[src/hdl/msdu_agg_consts.vh]
// Operation
// - Aggregate only MSDUs that share one Delivery ID.
// - Never place more MSDUs in one aggregate than the aggregation limit.
// - Frames of an aggregation exchange always use the aggregated frame layout.
// - Send aggregates only to a peer advertising aggregation capability.
// - Start with a data frame: request bit one, B-ACK Request, one stream.
// - Each aggregation instance per stream or peer keeps its own state; here one state set is time-shared by Delivery ID.
// - Recipient declining a request answers with an empty-payload block ack.
// - Recipient accepting answers with limits and marks the request frame received.
// - No block ack after a request: resend the request.
// - Empty-payload block ack: frame delivered, aggregation marked refused.
// - Zero count or size: process ack, then send new or same request.
// - Held MSDUs before the reported sequence are dropped, never resent.
// - Held MSDUs with their window bit set are delivered, never resent.
// - Other held MSDUs are resent next, in increasing sequence order.
// - New aggregate within granted frame count and granted buffer size.
// - Inside one aggregate MSDUs follow increasing sequence and fragment.
// - Aggregate with B-ACK Request gets a payload block ack one SIFS later.
// - Good header but bad frame check still gets a payload block ack.
// - Every payload block ack carries frame count and buffer size limits.
// - Failed subframes not timed out are flagged through sequence and bitmap.
// - Missing-frame timeout releases buffered MSDUs to the client.
`ifndef MSDU_AGG_CONSTS_VH
`define MSDU_AGG_CONSTS_VH
`define A_CTRL     8'h00
`define A_DID      8'h04
`define A_PUSH     8'h08
`define A_STATUS   8'h0C
`define A_GRANT    8'h10
`define A_RXLIM    8'h14
`define A_CMD      8'h18
`define B_EN       0
`define B_PEERCAP  1
`define B_ACCEPT   2
`define B_START    0
`define CTRL_RST   3'h0
`define DID_RST    4'h0
`define RXLIM_RST  24'h000000
`define POL_BACK   2'h2
`define POL_BREQ   2'h3
`define SEQ_HALF   12'h800
`define CLK_NS     20
`define SIFS_NS    2500
`endif

[src/hdl/back_match.v]
`timescale 1ns/1ns
`default_nettype none
`include "msdu_agg_consts.vh"
module back_match #(
  parameter BMAP_W = 16
) (
  input  wire [11:0]       seq_i,
  input  wire [11:0]       ack_seq_i,
  input  wire [BMAP_W-1:0] bmap_i,
  output reg               drop_o,
  output reg               acked_o
);
  reg [11:0] off;
  always @*
  begin
    off     = seq_i - ack_seq_i;
    drop_o  = (off >= `SEQ_HALF);
    acked_o = (off < BMAP_W) && bmap_i[off[3:0]];
  end
endmodule // back_match
`default_nettype wire

[src/hdl/msdu_agg_back.v]
`timescale 1ns/1ns
`default_nettype none
`include "msdu_agg_consts.vh"
module msdu_agg_back #(
  parameter DEPTH         = 8,
  parameter AW            = 3,
  parameter BMAP_W        = 16,
  parameter AGG_LIMIT     = 8,
  parameter BACK_WAIT_CYC = 5000,
  parameter MISS_TO_CYC   = 50000
) (
  input  wire              clk_i,
  input  wire              rst_i,
  input  wire              cyc_i,
  input  wire              stb_i,
  input  wire              we_i,
  input  wire [7:0]        adr_i,
  input  wire [3:0]        sel_i,
  input  wire [31:0]       dat_i,
  output reg  [31:0]       dat_o,
  output reg               ack_o,
  output reg               tx_start_o,
  output reg               tx_agg_o,
  output reg               tx_areq_o,
  output reg  [1:0]        tx_ackpol_o,
  output reg               tx_msdu_o,
  output reg  [11:0]       tx_seq_o,
  output reg  [3:0]        tx_frag_o,
  output reg  [15:0]       tx_len_o,
  output reg               tx_end_o,
  input  wire              bk_rx_i,
  input  wire              bk_pay_i,
  input  wire [7:0]        bk_cnt_i,
  input  wire [15:0]       bk_size_i,
  input  wire [11:0]       bk_seq_i,
  input  wire [BMAP_W-1:0] bk_bmap_i,
  input  wire              rx_sub_i,
  input  wire [11:0]       rx_sub_seq_i,
  input  wire              rx_sub_ok_i,
  input  wire              rx_end_i,
  input  wire              rx_agg_i,
  input  wire              rx_areq_i,
  input  wire [1:0]        rx_ackpol_i,
  input  wire              rx_hcs_ok_i,
  output reg               bk_tx_o,
  output reg               bk_tx_pay_o,
  output reg  [7:0]        bk_tx_cnt_o,
  output reg  [15:0]       bk_tx_size_o,
  output reg  [11:0]       bk_tx_seq_o,
  output reg  [BMAP_W-1:0] bk_tx_bmap_o,
  output reg               rel_o
);
  localparam SIFS_CYC = (`SIFS_NS + `CLK_NS - 1) / `CLK_NS;
  localparam S_IDLE = 3'h0;
  localparam S_REQ  = 3'h1;
  localparam S_WAIT = 3'h2;
  localparam S_EVAL = 3'h3;
  localparam S_BLD  = 3'h4;
  localparam S_END  = 3'h5;

  // Held list: a ring in push order, so index order is sequence order.
  reg  [11:0]  h_seq  [0:DEPTH-1];
  reg  [3:0]   h_frag [0:DEPTH-1];
  reg  [15:0]  h_len  [0:DEPTH-1];
  reg  [3:0]   h_did  [0:DEPTH-1];
  reg  [DEPTH-1:0] h_done;
  reg  [AW-1:0] head;
  reg  [AW-1:0] tail;
  reg  [AW:0]   cnt;
  reg  [2:0]    ctrl;
  reg  [3:0]    did;
  reg  [23:0]   rxlim;
  reg           refused;
  reg           ovf;
  reg  [2:0]    state;
  reg  [AW:0]   scan;
  reg  [7:0]    g_cnt;
  reg  [15:0]   g_size;
  reg  [7:0]    n_msdu;
  reg  [16:0]   n_oct;
  reg  [11:0]   a_seq;
  reg  [BMAP_W-1:0] a_bmap;
  reg  [31:0]   wait_cnt;
  reg           sent_one;
  reg  [AW-1:0] sent_idx;

  wire          acc     = cyc_i & stb_i & ~ack_o;
  // Writes land at the edge where the master samples ack high.
  wire          wr      = cyc_i & stb_i & we_i & ack_o;
  wire [AW-1:0] sidx    = head + scan[AW-1:0];
  wire          s_in    = (scan < cnt);
  wire          s_live  = s_in && !h_done[sidx] && (h_did[sidx] == did);
  wire          do_push = wr && (adr_i == `A_PUSH) && (cnt != DEPTH);
  wire          do_pop  = (cnt != 0) && h_done[head] &&
                          (state == S_IDLE || state == S_WAIT);
  wire          m_drop;
  wire          m_acked;
  wire [16:0]   oct_nx  = n_oct + {1'b0, h_len[sidx]};
  // A request frame carries one MSDU at most and leaves the grant untouched.
  wire          fits    = (n_msdu < AGG_LIMIT) && (tx_areq_o ? (n_msdu == 8'h00) :
                          ((n_msdu < g_cnt) && (oct_nx <= {1'b0, g_size})));

  back_match #(
    .BMAP_W (BMAP_W)
  ) u_match (
    .seq_i     (h_seq[sidx]),
    .ack_seq_i (a_seq),
    .bmap_i    (a_bmap),
    .drop_o    (m_drop),
    .acked_o   (m_acked)
  );

  // Register file and bus answer; every access gets a one-cycle ack.
  always @(posedge clk_i)
  begin
    if (rst_i)
    begin
      ack_o <= 1'b0;
      dat_o <= 32'h00000000;
      ctrl  <= `CTRL_RST;
      did   <= `DID_RST;
      rxlim <= `RXLIM_RST;
    end
    else
    begin
      ack_o <= acc;
      dat_o <= 32'h00000000;
      if (wr && sel_i[0] && adr_i == `A_CTRL)
        ctrl <= dat_i[2:0];
      if (wr && sel_i[0] && adr_i == `A_DID)
        did <= dat_i[3:0];
      if (wr && adr_i == `A_RXLIM)
        rxlim <= dat_i[23:0];
      if (acc && !we_i)
      begin
        case (adr_i)
          `A_CTRL:   dat_o <= {29'h00000000, ctrl};
          `A_DID:    dat_o <= {28'h0000000, did};
          `A_STATUS: dat_o <= {16'h0000, 3'h0, refused, ovf, state,
                               {(8-AW-1){1'b0}}, cnt};
          `A_GRANT:  dat_o <= {8'h00, g_size, g_cnt};
          `A_RXLIM:  dat_o <= {8'h00, rxlim};
          default:   dat_o <= 32'h00000000;
        endcase
      end
    end
  end

  // Push path: software loads each MSDU descriptor into the held list; a push to a full list only sets ovf.
  always @(posedge clk_i)
  begin
    if (do_push)
    begin
      h_seq[tail]  <= dat_i[11:0];
      h_frag[tail] <= dat_i[15:12];
      h_len[tail]  <= dat_i[31:16];
      h_did[tail]  <= did;
    end
  end

  always @(posedge clk_i)
  begin
    if (rst_i)
    begin
      tail <= {AW{1'b0}};
      head <= {AW{1'b0}};
      cnt  <= {(AW+1){1'b0}};
      ovf  <= 1'b0;
    end
    else
    begin
      if (do_push)
        tail <= tail + 1'b1;
      if (do_pop)
        head <= head + 1'b1;
      cnt <= cnt + {{AW{1'b0}}, do_push} - {{AW{1'b0}}, do_pop};
      if (wr && adr_i == `A_PUSH && cnt == DEPTH)
        ovf <= 1'b1;
      else if (wr && adr_i == `A_CMD && dat_i[`B_START])
        ovf <= 1'b0;
    end
  end

  // Source sequencer: request, wait for the block ack, sort, build.
  always @(posedge clk_i)
  begin
    if (rst_i)
    begin
      state       <= S_IDLE;
      h_done      <= {DEPTH{1'b0}};
      refused     <= 1'b0;
      scan        <= {(AW+1){1'b0}};
      g_cnt       <= 8'h00;
      g_size      <= 16'h0000;
      n_msdu      <= 8'h00;
      n_oct       <= 17'h00000;
      a_seq       <= 12'h000;
      a_bmap      <= {BMAP_W{1'b0}};
      wait_cnt    <= 32'h00000000;
      sent_one    <= 1'b0;
      sent_idx    <= {AW{1'b0}};
      tx_start_o  <= 1'b0;
      tx_agg_o    <= 1'b0;
      tx_areq_o   <= 1'b0;
      tx_ackpol_o <= 2'h0;
      tx_msdu_o   <= 1'b0;
      tx_seq_o    <= 12'h000;
      tx_frag_o   <= 4'h0;
      tx_len_o    <= 16'h0000;
      tx_end_o    <= 1'b0;
    end
    else
    begin
      tx_start_o <= 1'b0;
      tx_msdu_o  <= 1'b0;
      tx_end_o   <= 1'b0;
      if (do_push)
        h_done[tail] <= 1'b0;
      case (state)
        S_IDLE:
        begin
          if (wr && adr_i == `A_CMD && dat_i[`B_START] && ctrl[`B_EN] &&
              ctrl[`B_PEERCAP])
          begin
            refused <= 1'b0;
            state   <= S_REQ;
          end
        end
        S_REQ:
        begin
          // One frame per stream: carries the oldest live MSDU or none.
          tx_start_o  <= 1'b1;
          tx_agg_o    <= 1'b1;
          tx_areq_o   <= 1'b1;
          tx_ackpol_o <= `POL_BREQ;
          scan        <= {(AW+1){1'b0}};
          sent_one    <= 1'b0;
          n_msdu      <= 8'h00;
          n_oct       <= 17'h00000;
          state       <= S_BLD;
        end
        S_WAIT:
        begin
          wait_cnt <= wait_cnt + 32'h00000001;
          if (bk_rx_i)
          begin
            wait_cnt <= 32'h00000000;
            if (!bk_pay_i)
            begin
              // The request frame counts as delivered.
              if (sent_one)
                h_done[sent_idx] <= 1'b1;
              refused <= 1'b1;
              state   <= S_IDLE;
            end
            else
            begin
              g_cnt  <= bk_cnt_i;
              g_size <= bk_size_i;
              a_seq  <= bk_seq_i;
              a_bmap <= bk_bmap_i;
              scan   <= {(AW+1){1'b0}};
              state  <= S_EVAL;
            end
          end
          else if (wait_cnt == BACK_WAIT_CYC - 1)
          begin
            wait_cnt <= 32'h00000000;
            state    <= S_REQ;
          end
        end
        S_EVAL:
        begin
          if (s_in)
          begin
            if (m_drop || m_acked)
              h_done[sidx] <= 1'b1;
            scan <= scan + 1'b1;
          end
          else
          begin
            scan     <= {(AW+1){1'b0}};
            n_msdu   <= 8'h00;
            n_oct    <= 17'h00000;
            sent_one <= 1'b0;
            // A zero grant sends a fresh request; an unacked one is resent.
            if (g_cnt == 8'h00 || g_size == 16'h0000)
              state <= S_REQ;
            else
            begin
              tx_start_o  <= 1'b1;
              tx_agg_o    <= 1'b1;
              tx_areq_o   <= 1'b0;
              tx_ackpol_o <= `POL_BREQ;
              state       <= S_BLD;
            end
          end
        end
        S_BLD:
        begin
          // Scanning stops at the first misfit so order never inverts.
          if (s_in && (!s_live || fits))
          begin
            scan <= scan + 1'b1;
            if (s_live)
            begin
              tx_msdu_o <= 1'b1;
              tx_seq_o  <= h_seq[sidx];
              tx_frag_o <= h_frag[sidx];
              tx_len_o  <= h_len[sidx];
              n_msdu    <= n_msdu + 8'h01;
              n_oct     <= oct_nx;
              if (tx_areq_o)
              begin
                sent_one <= 1'b1;
                sent_idx <= sidx;
              end
            end
          end
          else
            state <= S_END;
        end
        S_END:
        begin
          tx_end_o <= 1'b1;
          wait_cnt <= 32'h00000000;
          state    <= S_WAIT;
        end
        default:
          state <= S_IDLE;
      endcase
      if (!ctrl[`B_EN])
        state <= S_IDLE;
    end
  end

  // Recipient side: collect subframe results, answer one SIFS later.
  reg  [11:0]       r_base;
  reg               r_first;
  reg  [BMAP_W-1:0] r_bmap;
  reg               r_bad;
  reg               r_pend;
  reg               r_pay;
  reg  [15:0]       r_sifs;
  reg               miss_run;
  reg  [31:0]       miss_cnt;
  wire [11:0]       r_off   = rx_sub_seq_i - r_base;
  wire              r_breq  = rx_end_i && rx_hcs_ok_i && (rx_ackpol_i == `POL_BREQ) &&
                              (rx_agg_i || rx_areq_i);

  always @(posedge clk_i)
  begin
    if (rst_i)
    begin
      r_base       <= 12'h000;
      r_first      <= 1'b1;
      r_bmap       <= {BMAP_W{1'b0}};
      r_bad        <= 1'b0;
      r_pend       <= 1'b0;
      r_pay        <= 1'b0;
      r_sifs       <= 16'h0000;
      miss_run     <= 1'b0;
      miss_cnt     <= 32'h00000000;
      bk_tx_o      <= 1'b0;
      bk_tx_pay_o  <= 1'b0;
      bk_tx_cnt_o  <= 8'h00;
      bk_tx_size_o <= 16'h0000;
      bk_tx_seq_o  <= 12'h000;
      bk_tx_bmap_o <= {BMAP_W{1'b0}};
      rel_o        <= 1'b0;
    end
    else
    begin
      bk_tx_o <= 1'b0;
      rel_o   <= 1'b0;
      if (rx_sub_i)
      begin
        if (r_first)
        begin
          r_base  <= rx_sub_seq_i;
          r_first <= 1'b0;
          r_bmap  <= {{(BMAP_W-1){1'b0}}, rx_sub_ok_i};
        end
        else if (r_off < BMAP_W)
          r_bmap[r_off[3:0]] <= rx_sub_ok_i;
        if (!rx_sub_ok_i)
          r_bad <= 1'b1;
      end
      if (rx_end_i)
        r_first <= 1'b1;
      if (r_breq)
      begin
        r_pend <= 1'b1;
        r_sifs <= 16'h0000;
        r_pay  <= !(rx_areq_i && !rx_agg_i && !ctrl[`B_ACCEPT]);
      end
      else if (r_pend)
      begin
        r_sifs <= r_sifs + 16'h0001;
        if (r_sifs == SIFS_CYC - 1)
        begin
          r_pend       <= 1'b0;
          bk_tx_o      <= 1'b1;
          bk_tx_pay_o  <= r_pay;
          bk_tx_cnt_o  <= r_pay ? rxlim[7:0] : 8'h00;
          bk_tx_size_o <= r_pay ? rxlim[23:8] : 16'h0000;
          bk_tx_seq_o  <= r_pay ? r_base : 12'h000;
          bk_tx_bmap_o <= r_pay ? r_bmap : {BMAP_W{1'b0}};
          r_bad        <= rx_sub_i && !rx_sub_ok_i;
          if (r_bad)
          begin
            miss_run <= 1'b1;
            miss_cnt <= 32'h00000000;
          end
        end
      end
      // Without the timeout a lost subframe would hold buffers forever.
      if (miss_run && !(r_pend && r_sifs == SIFS_CYC - 1))
      begin
        miss_cnt <= miss_cnt + 32'h00000001;
        if (miss_cnt == MISS_TO_CYC - 1)
        begin
          miss_run <= 1'b0;
          rel_o    <= 1'b1;
        end
      end
    end
  end
  // Instances per stream or peer are time-shared: software switches the
  // Delivery ID, and each held entry keeps the ID it was pushed with.
endmodule // msdu_agg_back
`default_nettype wire

[config.mk]
export PLATFORM = sky130hd
export DESIGN_NAME = msdu_agg_back
export DESIGN_NICKNAME = d
export VERILOG_FILES = /design/src/hdl/back_match.v /design/src/hdl/msdu_agg_back.v
export VERILOG_INCLUDE_DIRS = /design/src /design/src/hdl
export SDC_FILE = /design/constraint.sdc
export NUM_CORES = 1
export LEC_CHECK = 0
export BUFFER_PORTS_ARGS = -buffer_cell sky130_fd_sc_hd__buf_2
export CAP_MARGIN = 30
export CORE_MARGIN = 8
export CORE_UTILIZATION = 59
export DETAILED_ROUTE_END_ITERATION = 16
export HOLD_SLACK_MARGIN = 0.15
export PLACE_DENSITY = 0.87
export SLEW_MARGIN = 5
export SYNTH_ARGS = -nofsm -noshare
export SYNTH_HDL_FRONTEND = slang
export SYNTH_HIERARCHICAL = 1
export SYNTH_SLANG_ARGS = --single-unit
export TNS_END_PERCENT = 10
[constraint.sdc]
create_clock -name clk_i -period 8.7 [get_ports clk_i]
set_input_delay 0 -clock clk_i [delete_from_list [all_inputs] [get_ports clk_i]]
set_output_delay 0 -clock clk_i [all_outputs]
set_load 0.005 [all_outputs]
; ---- Word-level counts from Yosys, hierarchy flattened
; Memory sizes are Yosys's and may differ from the RTL's. A register that Yosys moved wholly into a read port is not among the register bits.
; Cells that the tools add are included.
; W data, S select, Z words.
[word_totals]
ramBits = 288
out_inout_bits = 127
register_bits = 375
elab_cells = 310
memories = 4
in_bits = 123
[mem_list]
columns = name, depth, width, read_ports, rd_ports_with_merged_regs, wr, line
row1 = h_len, 8, 16, 1, 0, 1, msdu_agg_back.v:64  ; reg [15:0] h_len [0:DEPTH-1];
row2 = h_seq, 8, 12, 1, 0, 1, msdu_agg_back.v:62  ; reg [11:0] h_seq [0:DEPTH-1];
row3 = h_did, 8, 4, 1, 0, 1, msdu_agg_back.v:65  ; reg [3:0] h_did [0:DEPTH-1];
row4 = h_frag, 8, 4, 1, 1, 1, msdu_agg_back.v:63  ; reg [3:0] h_frag [0:DEPTH-1];
[classes]
add_sub_neg = 13
order_cmp = 17
n_reduce_logical = 81
eq_ne = 30
mux = 103
bitwise_logic = 16
[ops]
columns = operator, count
row1 = $mux W32, 7
row2 = $pmux W24 S5, 1
row3 = $mux W8, 11
row4 = $add A32 B1 Y32 const B, 2
row5 = $mux W16, 4
row6 = $pmux W32 S2, 1
row7 = $mux W17, 3
row8 = $pmux W17 S3, 1
row9 = $mux W1, 43
row10 = $eq A32 B13 Y1 const B, 1
row11 = $eq A32 B16 Y1 const B, 1
row12 = $logic_and A1 B1 Y1, 32
row13 = $eq A8 B5 Y1 const B, 3
row14 = $logic_not A8 Y1, 3
row15 = $lt A12 B5 Y1 const B, 2
row16 = $pmux W8 S3, 1
row17 = $reduce_and A4 Y1, 6
row18 = $sub A12 B12 Y12, 2
row19 = $mux W3, 6
row20 = $ne A2 B2 Y1 const B, 9
row21 = $pmux W3 S6, 1
row22 = $add A17 B16 Y17, 1
row23 = $le A17 B16 Y1, 1
row24 = $add A16 B1 Y16 const B, 1
row25 = other kinds (56), 117

; ---- Logic depth before layout (Yosys ltp)
; Gate-level depths: netlist (run 1).
[logic_depth]
depth_word = 13
mapped_depth = 32
depth_no_buf = 28

; ---- Modules after synthesis
; Netlist (run 1), hierarchy kept.
[by_module_without_submodules]
columns = module, n_inst, area_per_inst_um2, cells_each
row1 = msdu_agg_back, 1, 28299.6, 2666
row2 = back_match, 1, 703.2, 83

; ---- Least setup slack after synthesis (run 1)
; Ideal clock, no wire load.
[synth_timing]
path_kind = reg-to-reg
startpoint = register head[0]
endpoint = register n_oct[12]
synth_period_minus_slack_ns = 6.617
arrival_ns = 6.501
setup_ns = 0.117
stages_incl_launch_ff = 31
path_buffers = 4
slack_ns = 2.083
path_cell_list = dfxtp_1 -> ha_1 -> inv_1 -> fa_1 -> xor3_2 -> buf_6 -> clkbuf_1 -> buf_1 -> mux4_2 -> nand2_1 -> nand2_1 -> ha_1 -> a21o_1 -> a21oi_1 -> o21ai_0 -> o31a_1 -> o41ai_1 -> inv_1 -> a21oi_1 -> xnor2_1 -> ha_1 -> nand2_1 -> nor2_1 -> a2111oi_0 -> o21ai_0 -> o21ai_0 -> o211ai_1 -> a211oi_4 -> nor3_4 -> buf_6 -> a22o_1
[synth_via]
elab_chain_len = 11
elab_cells_between_ends = 23
[synth_lines]
columns = element, line
row1 = "start, declared", msdu_agg_back.v:67  ; reg [AW-1:0] head;
row2 = "start signal, assigned", msdu_agg_back.v:166  ; head <= {AW{1'b0}};
row3 = "start signal, assigned", msdu_agg_back.v:175  ; head <= head + 1'b1;
row4 = $add A3 B3 Y3 (*), msdu_agg_back.v:90  ; wire [AW-1:0] sidx = head + scan[AW-1:0];
row5 = $mem_v2 Z8 W16 or $bmux W1 S3 (tied branches), n/a
row6 = $add A17 B16 Y17 or $mux W1 (tied branches), "msdu_agg_back.v:98, msdu_agg_back.v:92"
row7 = $le A17 B16 Y1 or $logic_not A1 Y1 (tied branches), "msdu_agg_back.v:101, msdu_agg_back.v:92"
row8 = $logic_and A1 B1 Y1 (on tied branches), "msdu_agg_back.v:101, msdu_agg_back.v:92"
row9 = $mux W1 or $logic_and A1 B1 Y1 (tied branches), "msdu_agg_back.v:100, msdu_agg_back.v:92"
row10 = $logic_and A1 B1 Y1 or $logic_not A1 Y1 (tied branches), "msdu_agg_back.v:100, msdu_agg_back.v:302"
row11 = $logic_or A1 B1 Y1, msdu_agg_back.v:302  ; if (s_in && (!s_live || fits))
row12 = $logic_and A1 B1 Y1, msdu_agg_back.v:302
row13 = $ne A2 B2 Y1 (no source line), n/a
row14 = $reduce_and A4 Y1 (no source line), n/a
row15 = "end signal, assigned", msdu_agg_back.v:312  ; n_oct <= oct_nx;
row16 = "end, declared", msdu_agg_back.v:80  ; reg [16:0] n_oct;
; Every way passes the cells marked *; elsewhere a longest branch is shown, timed or not. The select of a mux whose other input is x is not followed.
; A chain may end at the register's enable or synchronous reset.

; ---- Worst setup path in the final report (run 1)
[layout_timing]
startpoint = register head[0]
endpoint = register n_msdu[0]
[layout_via]
elab_chain_len = 11
elab_cells_between_ends = 20
[layout_lines]
columns = element, line
row1 = $add A3 B3 Y3 (*), msdu_agg_back.v:90
row2 = $mem_v2 Z8 W16 or $bmux W1 S3 (tied branches), n/a
row3 = $add A17 B16 Y17 or $mux W1 (tied branches), "msdu_agg_back.v:98, msdu_agg_back.v:92"
row4 = $le A17 B16 Y1 or $logic_not A1 Y1 (tied branches), "msdu_agg_back.v:101, msdu_agg_back.v:92"
row5 = $logic_and A1 B1 Y1 (on tied branches), "msdu_agg_back.v:101, msdu_agg_back.v:92"
row6 = $mux W1 or $logic_and A1 B1 Y1 (tied branches), "msdu_agg_back.v:100, msdu_agg_back.v:92"
row7 = $logic_and A1 B1 Y1 or $logic_not A1 Y1 (tied branches), "msdu_agg_back.v:100, msdu_agg_back.v:302"
row8 = $logic_or A1 B1 Y1, msdu_agg_back.v:302
row9 = $logic_and A1 B1 Y1, msdu_agg_back.v:302
row10 = $ne A2 B2 Y1 (no source line), n/a
row11 = $reduce_and A4 Y1 (no source line) (*), n/a
row12 = "end signal, assigned", msdu_agg_back.v:311  ; n_msdu <= n_msdu + 8'h01;
row13 = "end, declared", msdu_agg_back.v:79  ; reg [7:0] n_msdu;
; Marked as above.

==> results.sh, run 1 <==
export IMPL_drt_wl_total_um=91700
export IMPL_place_gp_congestion=0.930
export IMPL_finalCritPeriodShare_pct=93.3
export IMPL_slowest_stage="a211o_2"
export IMPL_rrSetupSlack_ps=580
export IMPL_reg2reg_depth=26
export IMPL_vdd_drop_max_mv=0.244
export IMPL_grt_ovfl_total=0
export IMPL_yosysSeqAreaShare_pct=55.3
export IMPL_cap_violations=0
export IMPL_finalMaxSlewViolations=0
export IMPL_p_leak_nw=12.7
export IMPL_layout_drive_gt1_share_pct=16.4
export IMPL_critPathMaxStageDelay_ps=710
export IMPL_power_w=0.00652
export IMPL_utilization_pct=71.6
export IMPL_cellPowerDensity_nw_per_um2=187
export IMPL_nets=3324
export IMPL_hold_viol=0
export IMPL_synth_seq_cells=657
export IMPL_drtPass1Iterations=7
export IMPL_min_path_type="primary input to flip-flop"
export IMPL_synth_edf_count=288
export IMPL_holdPathStages=2
export IMPL_grt_pass1_wl_um=140000
export IMPL_min_to="h_len[0][11]$_DFFE_PP_"
export IMPL_drt_iter0_markers=3355
export IMPL_path_delay_family="compound AO/OA/AOI/OAI gates"
export IMPL_cp_max_fo=31
export IMPL_grt_max_degree=186
export IMPL_tightest_slew_ps=1130
export IMPL_synth_ff_type="dfxtp_1"
export IMPL_routedWlPerCell_um=23.9
export IMPL_worst_ep_arrival_time_ps=8680
export IMPL_dpl_hpwl_um=52900
export IMPL_rsz0062_at_grt="false"
export IMPL_post_route_min_period_ps=8120
export IMPL_status="complete, no violations"
export IMPL_drc=0
export IMPL_p_comb_share_pct=3.6
export IMPL_viasPerCell=6.43
export IMPL_synth_distinct_cells=90
export IMPL_start_util_pct=59.5
export IMPL_ant_nets=0
export IMPL_pwr_share_seq_pct=49.4
export IMPL_rows=81
export IMPL_sw_frac_of_total_pct=22.0
export IMPL_syn_area_um2=29000
export IMPL_timing_rr_end="n_msdu[0]$_SDFFE_PP0P_"
export IMPL_grtUsageTotal_pct=31.6
export IMPL_setup_viol=0
export IMPL_insertion_delay_ps=640
export IMPL_die_width_um=238
export IMPL_area_growth_pct=20.3
export IMPL_dieHeight_um=238
export IMPL_pin_count=250
export IMPL_end_kind="flip-flop"
export IMPL_crit_type="flip-flop to flip-flop"
export IMPL_setup_tns_ps=0
export IMPL_grt_pass1_vias=24500
export IMPL_switchingPower_w=0.00143
export IMPL_clock_fmax_mhz=123
export IMPL_cts_root_buffer="clkbuf_16"
export IMPL_clockBufferDepth=3
export IMPL_port_buffers=238
export IMPL_async_flop_share_pct=0
export IMPL_required_ps=9260
export IMPL_cts_sinks=657
export IMPL_tritoncts="built"
export IMPL_syn_inst=2749
export IMPL_antenna_found_initial=5
export IMPL_slew_limit_headroom_pct=23.7
export IMPL_internal_power_w=0.00509
export IMPL_syn_area_per_cell_um2=10.6
export IMPL_cp_num_buf_inv=3
export IMPL_dieArea_um2=56500
export IMPL_h_tree_depth=3
export IMPL_vias=24700
export IMPL_ys_warnings_count=6
export IMPL_path_clk_slew_ps=70
export IMPL_start_kind="flip-flop"
export IMPL_numCtsBuffers=66
export IMPL_fin_skew_ps=33.8
export IMPL_core_area_um2=48700
export IMPL_p_clk_share_pct=47.0
export IMPL_rr_startpoint="head[0]$_SDFFE_PP0P_"
export IMPL_min_from="dat_i[27]"
## metal layers
metal / wire, um / vias to the layer above / track usage [%] / part of all wire [%]
met5: 0 / - / 0 / 0
met4: 7150 / 0 / 21.0 / 7.8
met3: 10000 / 493 / 7.65 / 11
met2: 43000 / 1798 / 51.1 / 47
met1: 31500 / 11800 / 37.4 / 34
li1: - / 10600 / - / -
## cell usage after synthesis (11+ instances only)
library cell / instances / area (um2)
a211oi_1: 18 / 135
a21o_1: 18 / 135
a21oi_1: 280 / 1400
a22o_1: 16 / 140
a22oi_1: 12 / 90.1
a31oi_1: 23 / 144
and2_1: 14 / 87.6
and3_1: 29 / 181
buf_1: 11 / 41.3
buf_2: 11 / 55.1
buf_4: 12 / 90.1
clkbuf_1: 115 / 432
dfxtp_1: 369 / 7390
edfxtp_1: 288 / 8650
ha_1: 81 / 1010
inv_1: 89 / 334
mux2_2: 20 / 225
mux2i_1: 51 / 510
mux4_2: 77 / 1730
nand2_1: 491 / 1840
nand2b_1: 19 / 119
nand3_1: 106 / 531
nand4_1: 26 / 163
nor2_1: 177 / 664
nor3_1: 28 / 140
nor4_1: 26 / 163
o211ai_1: 13 / 97.6
o21ai_0: 99 / 495
or2_2: 18 / 113
or3_1: 17 / 106
xnor2_1: 35 / 307
xor2_1: 23 / 201
## power groups by stage
stage	Clock, W	Combinational (W)	Sequential, W
finish	0.00306	0.000234	0.00322
global route	0.00320	0.000244	0.00322
CTS	0.00306	0.000210	0.00322
detailed placement	0	0.000157	0.00329
global placement	0	0.000149	0.00329
floorplan	0	0.0000900	0.00329
## worst max-delay path by stage
stage                                     from                      to  slack, ps  depth (start not counted)
after floorplan           head[0]$_SDFFE_PP0P_  n_oct[12]$_SDFFE_PP0P_       2080                         30
after global placement    head[0]$_SDFFE_PP0P_  n_msdu[0]$_SDFFE_PP0P_       1070                         26
after detailed placement  head[0]$_SDFFE_PP0P_  n_msdu[0]$_SDFFE_PP0P_        950                         26
after CTS                 head[0]$_SDFFE_PP0P_  n_msdu[0]$_SDFFE_PP0P_        830                         26
after global routing      head[0]$_SDFFE_PP0P_  n_msdu[0]$_SDFFE_PP0P_         50                         26
final                     head[0]$_SDFFE_PP0P_  n_msdu[0]$_SDFFE_PP0P_        580                         26
## cells by family (layout without fill, tap and decap cells)
group / after synthesis / in the layout / synth area share (%)
compound gates: 552 / 552 / 11.4
xor+xnor: 60 / 60 / 1.89
fa+ha+maj: 86 / 86 / 3.84
buf+inv: 243 / 656 / 3.43
flops: 657 / 657 / 55.3
mux: 148 / 148 / 8.52
other cells: 1 / 14 / 0.0129
simple gates: 1002 / 1002 / 15.6
## per-stage QoR
stage               setup WS, ps  std cells  hold WS (ps)  area (um2)
finish                       580       3839           169       34900
global route                48.8       3837           162       34900
CTS                          827       3830           151       34800
detailed placement           947       3530           231       30700
global placement            1070       3528           229       30700
floorplan                   2080       2756          94.4       29000
## cells in the final DEF, fill, tap and decap left out, drive strengths merged, types with 20 or more instances in the layout
master / count
nand2: 491
dfxtp: 369
edfxtp: 288
a21oi: 280
buf: 265
dlygate4sd3: 178
nor2: 178
nand3: 107
o21ai: 100
clkbuf: 93
inv: 92
ha: 81
mux4: 77
mux2i: 51
xnor2: 36
and3: 30
nor3: 29
nor4: 28
nand4: 26
a31oi: 23
xor2: 23
mux2: 20
a211oi: 20
## flip-flops by register name (all words and copies together) (netlist names), 24 cells and up
name / cells
dat_o: 24
h_did: 32
h_frag: 32
h_len: 128
h_seq: 96
miss_cnt: 32
rxlim: 24
wait_cnt: 32
## layout make-up
type	instances	area (um2)
Sequential cell	657	16000
Clock buffer	93	1880
Fill cell	3067	13900
Inverter	91	342
Multi-Input combinational cell	1856	12100
Tap cell	664	831
Timing Repair Buffer	443	3240
Antenna cell	6	15.0
Clock inverter	29	452
## repair_timing
item                                   in CTS  in global routing
endpoints found under the hold margin     481                  0
gates resized for setup                     0                  0
setup buffers                               0                  0
hold buffers                              178                  0
Note: power is estimated with default switching activity, not from simulation.
==> run 2, diff against run 1 <==
==> constraint.sdc (replaced) <==
create_clock -name clk_i -period 8.7 [get_ports clk_i]
set_input_delay 1.74 -clock clk_i [delete_from_list [all_inputs] [get_ports clk_i]]
set_output_delay 1.74 -clock clk_i [all_outputs]
set_load 0.005 [all_outputs]
==> run 2 against run 1 <==
- sequential cell count stayed put
- sequential share of layout area is 2.6 points higher
- power is 2.8% lower
- critical endpoint unchanged
- highest routed layer is now met5
==> results.sh, run 2 (synthesis results as in run 1) <==
export IMPL_start_kind="flip-flop"
export IMPL_crit_path_start="head[0]$_SDFFE_PP0P_"
export IMPL_pwr_share_seq_pct=50.9
export IMPL_holdBufCountCts=0
export IMPL_drtPass1Iterations=8
export IMPL_cts_sinks=657
export IMPL_dieHeight_um=238
export IMPL_drc=0
export IMPL_slew_limit_headroom_pct=30.1
export IMPL_fin_skew_ps=29.8
export IMPL_clock_fmax_mhz=123
export IMPL_tritoncts="built"
export IMPL_cp_endpoint="n_msdu[0]$_SDFFE_PP0P_"
export IMPL_clockBufferDepth=3
export IMPL_cts_setup_buffers=0
export IMPL_status="complete, no violations"
export IMPL_end_kind="flip-flop"
export IMPL_routedWlPerCell_um=22.4
export IMPL_post_route_min_period_ps=8120
export IMPL_dpl_hpwl_um=53600
export IMPL_p_comb_share_pct=2.6
export IMPL_p_clk_share_pct=46.5
export IMPL_grtUsageTotal_pct=28.3
export IMPL_power_w=0.00633
export IMPL_core_area_um2=48700
export IMPL_nets=3150
export IMPL_reg_largest_list="h_len (128), h_seq (96)"
export IMPL_rows=81
export IMPL_top_register="h_len"
export IMPL_rsz0062_at_grt="false"
export IMPL_cellPowerDensity_nw_per_um2=192
export IMPL_insertion_delay_ps=630
export IMPL_layout_drive_gt1_share_pct=17.4
export IMPL_drt_iter0_markers=2705
export IMPL_setup_viol=0
export IMPL_seqCellArea_um2=16000
export IMPL_viasPerCell=6.28
export IMPL_switchingPower_w=0.00136
export IMPL_cts_resized=0
export IMPL_internal_power_w=0.00497
export IMPL_reg2reg_depth=26
export IMPL_drt_wl_total_um=82000
export IMPL_largest_reg_flops=128
export IMPL_cp_max_fo=31
export IMPL_ant_nets=0
export IMPL_required_ps=9260
export IMPL_final_common_cell="nand2_1"
export IMPL_worst_ep_arrival_time_ps=8680
export IMPL_numCtsBuffers=69
export IMPL_min_path_type="flip-flop to flip-flop"
export IMPL_grt_pass1_wl_um=127000
export IMPL_multiInputGateArea_um2=12100
export IMPL_grt_ovfl_total=0
export IMPL_h_tree_depth=3
export IMPL_area_growth_pct=13.9
export IMPL_pin_count=250
export IMPL_rrSetupSlack_ps=580
export IMPL_port_buffers=238
export IMPL_path_clk_slew_ps=60
export IMPL_dieArea_um2=56500
export IMPL_final_fill_count=3399
export IMPL_rr_startpoint="head[0]$_SDFFE_PP0P_"
export IMPL_crit_type="flip-flop to flip-flop"
export IMPL_finalMaxSlewViolations=0
export IMPL_grt_max_degree=154
export IMPL_final_cell_mix="491 x nand2_1, 368 x dfxtp_1, 288 x edfxtp_1"
export IMPL_pre_cts_slack_ps=948
export IMPL_p_leak_nw=11.9
export IMPL_place_gp_congestion=0.901
export IMPL_vdd_drop_max_mv=0.209
export IMPL_grt_pass1_vias=23000
export IMPL_sw_frac_of_total_pct=21.5
export IMPL_setup_ws_ps=581
export IMPL_setup_tns_ps=0
export IMPL_die_width_um=238
export IMPL_start_util_pct=59.5
export IMPL_finalCritPeriodShare_pct=93.3
export IMPL_vias=23000
export IMPL_hold_viol=0
export IMPL_cts_root_buffer="clkbuf_16"
export IMPL_timing_rr_end="n_msdu[0]$_SDFFE_PP0P_"
export IMPL_tightest_slew_ps=1050
export IMPL_cap_violations=0
export IMPL_antenna_found_initial=8
[run 2: cell count changes in the layout (fill, tap and decap cells not counted), sizes merged]
cell / before / now
clkinv: 14 / 23
buf: 265 / 266
bufinv: 8 / 5
clkinvlp: 6 / 3
clkbuf: 93 / 96
dlygate4sd3: 178 / 0
[run 2: worst min path at each step]
| stage | cells past startpoint | slack, ps | endpoint | startpoint |
|---|---|---|---|---|
| floorplan | 2 | 430 | a_bmap[11]$_SDFFE_PP0P_ | a_bmap[11]$_SDFFE_PP0P_ |
| global placement | 2 | 440 | tx_len_o[15]$_SDFFE_PP0P_ | tx_len_o[15]$_SDFFE_PP0P_ |
| detailed placement | 2 | 440 | tx_seq_o[5]$_SDFFE_PP0P_ | tx_seq_o[5]$_SDFFE_PP0P_ |
| CTS | 2 | 450 | tx_seq_o[5]$_SDFFE_PP0P_ | tx_seq_o[5]$_SDFFE_PP0P_ |
| global route | 2 | 460 | bk_tx_size_o[9]$_SDFFE_PP0P_ | bk_tx_size_o[9]$_SDFFE_PP0P_ |
| finish | 2 | 450 | a_bmap[14]$_SDFFE_PP0P_ | a_bmap[14]$_SDFFE_PP0P_ |
[run 2: final cells by class]
type / instances / share of cell area, %
antenna: 6 / 0.0455
clock inverter: 32 / 1.09
timing repair buffer: 266 / 4.39
sequential: 657 / 48.6
tap: 664 / 2.52
clock buffer: 96 / 5.78
inverter: 91 / 1.03
multi-input combinational: 1856 / 36.6
[run 2: power by group through the flow]
stage | Sequential, W | Clock [W] | Combinational, W
global route | 0.00322 | 0.00309 | 0.000180
CTS | 0.00322 | 0.00297 | 0.000161
floorplan | 0.00329 | 0 | 0.0000900
global placement | 0.00329 | 0 | 0.000150
detailed placement | 0.00329 | 0 | 0.000158
finish | 0.00322 | 0.00294 | 0.000167
[run 2: critical path, cell delays in order (launching register included)]
cell       delay (ps)
dfxtp_1           530
ha_4              190
inv_1              50
fa_1              460
xor3_4            550
mux4_2            410
mux2i_1           360
inv_1              90
ha_1              280
a21o_1            180
a21oi_1           240
o21ai_0           250
o31a_1            320
o41ai_1           590
inv_1              90
a21oi_1           190
xnor2_1           170
ha_1              290
nand2_1            70
nor2_1             40
a2111oi_0         410
o21ai_0           150
o21ai_0           320
o211ai_1          340
a211o_2           750
nor2_4            490
mux2_2            240
[run 2: layer usage]
layer | GRT usage (%) | wire [um] | up-vias
met5 | 0 | 48 | -
met1 | 34.8 | 30700 | 11100
met4 | 15.7 | 4490 | 8
met2 | 47.1 | 39400 | 1344
li1 | - | - | 10300
met3 | 5.07 | 7450 | 292
[run 2: through the flow]
step	instances	hold WS, ps	util (%)	area (um2)
2_1_floorplan	2756	433	-	29000
3_3_place_gp	3531	436	62.9	30700
3_5_place_dp	3532	444	63.0	30700
4_1_cts	3660	452	67.6	33000
5_1_grt	3666	464	67.7	33000
6_report	3668	449	67.8	33000
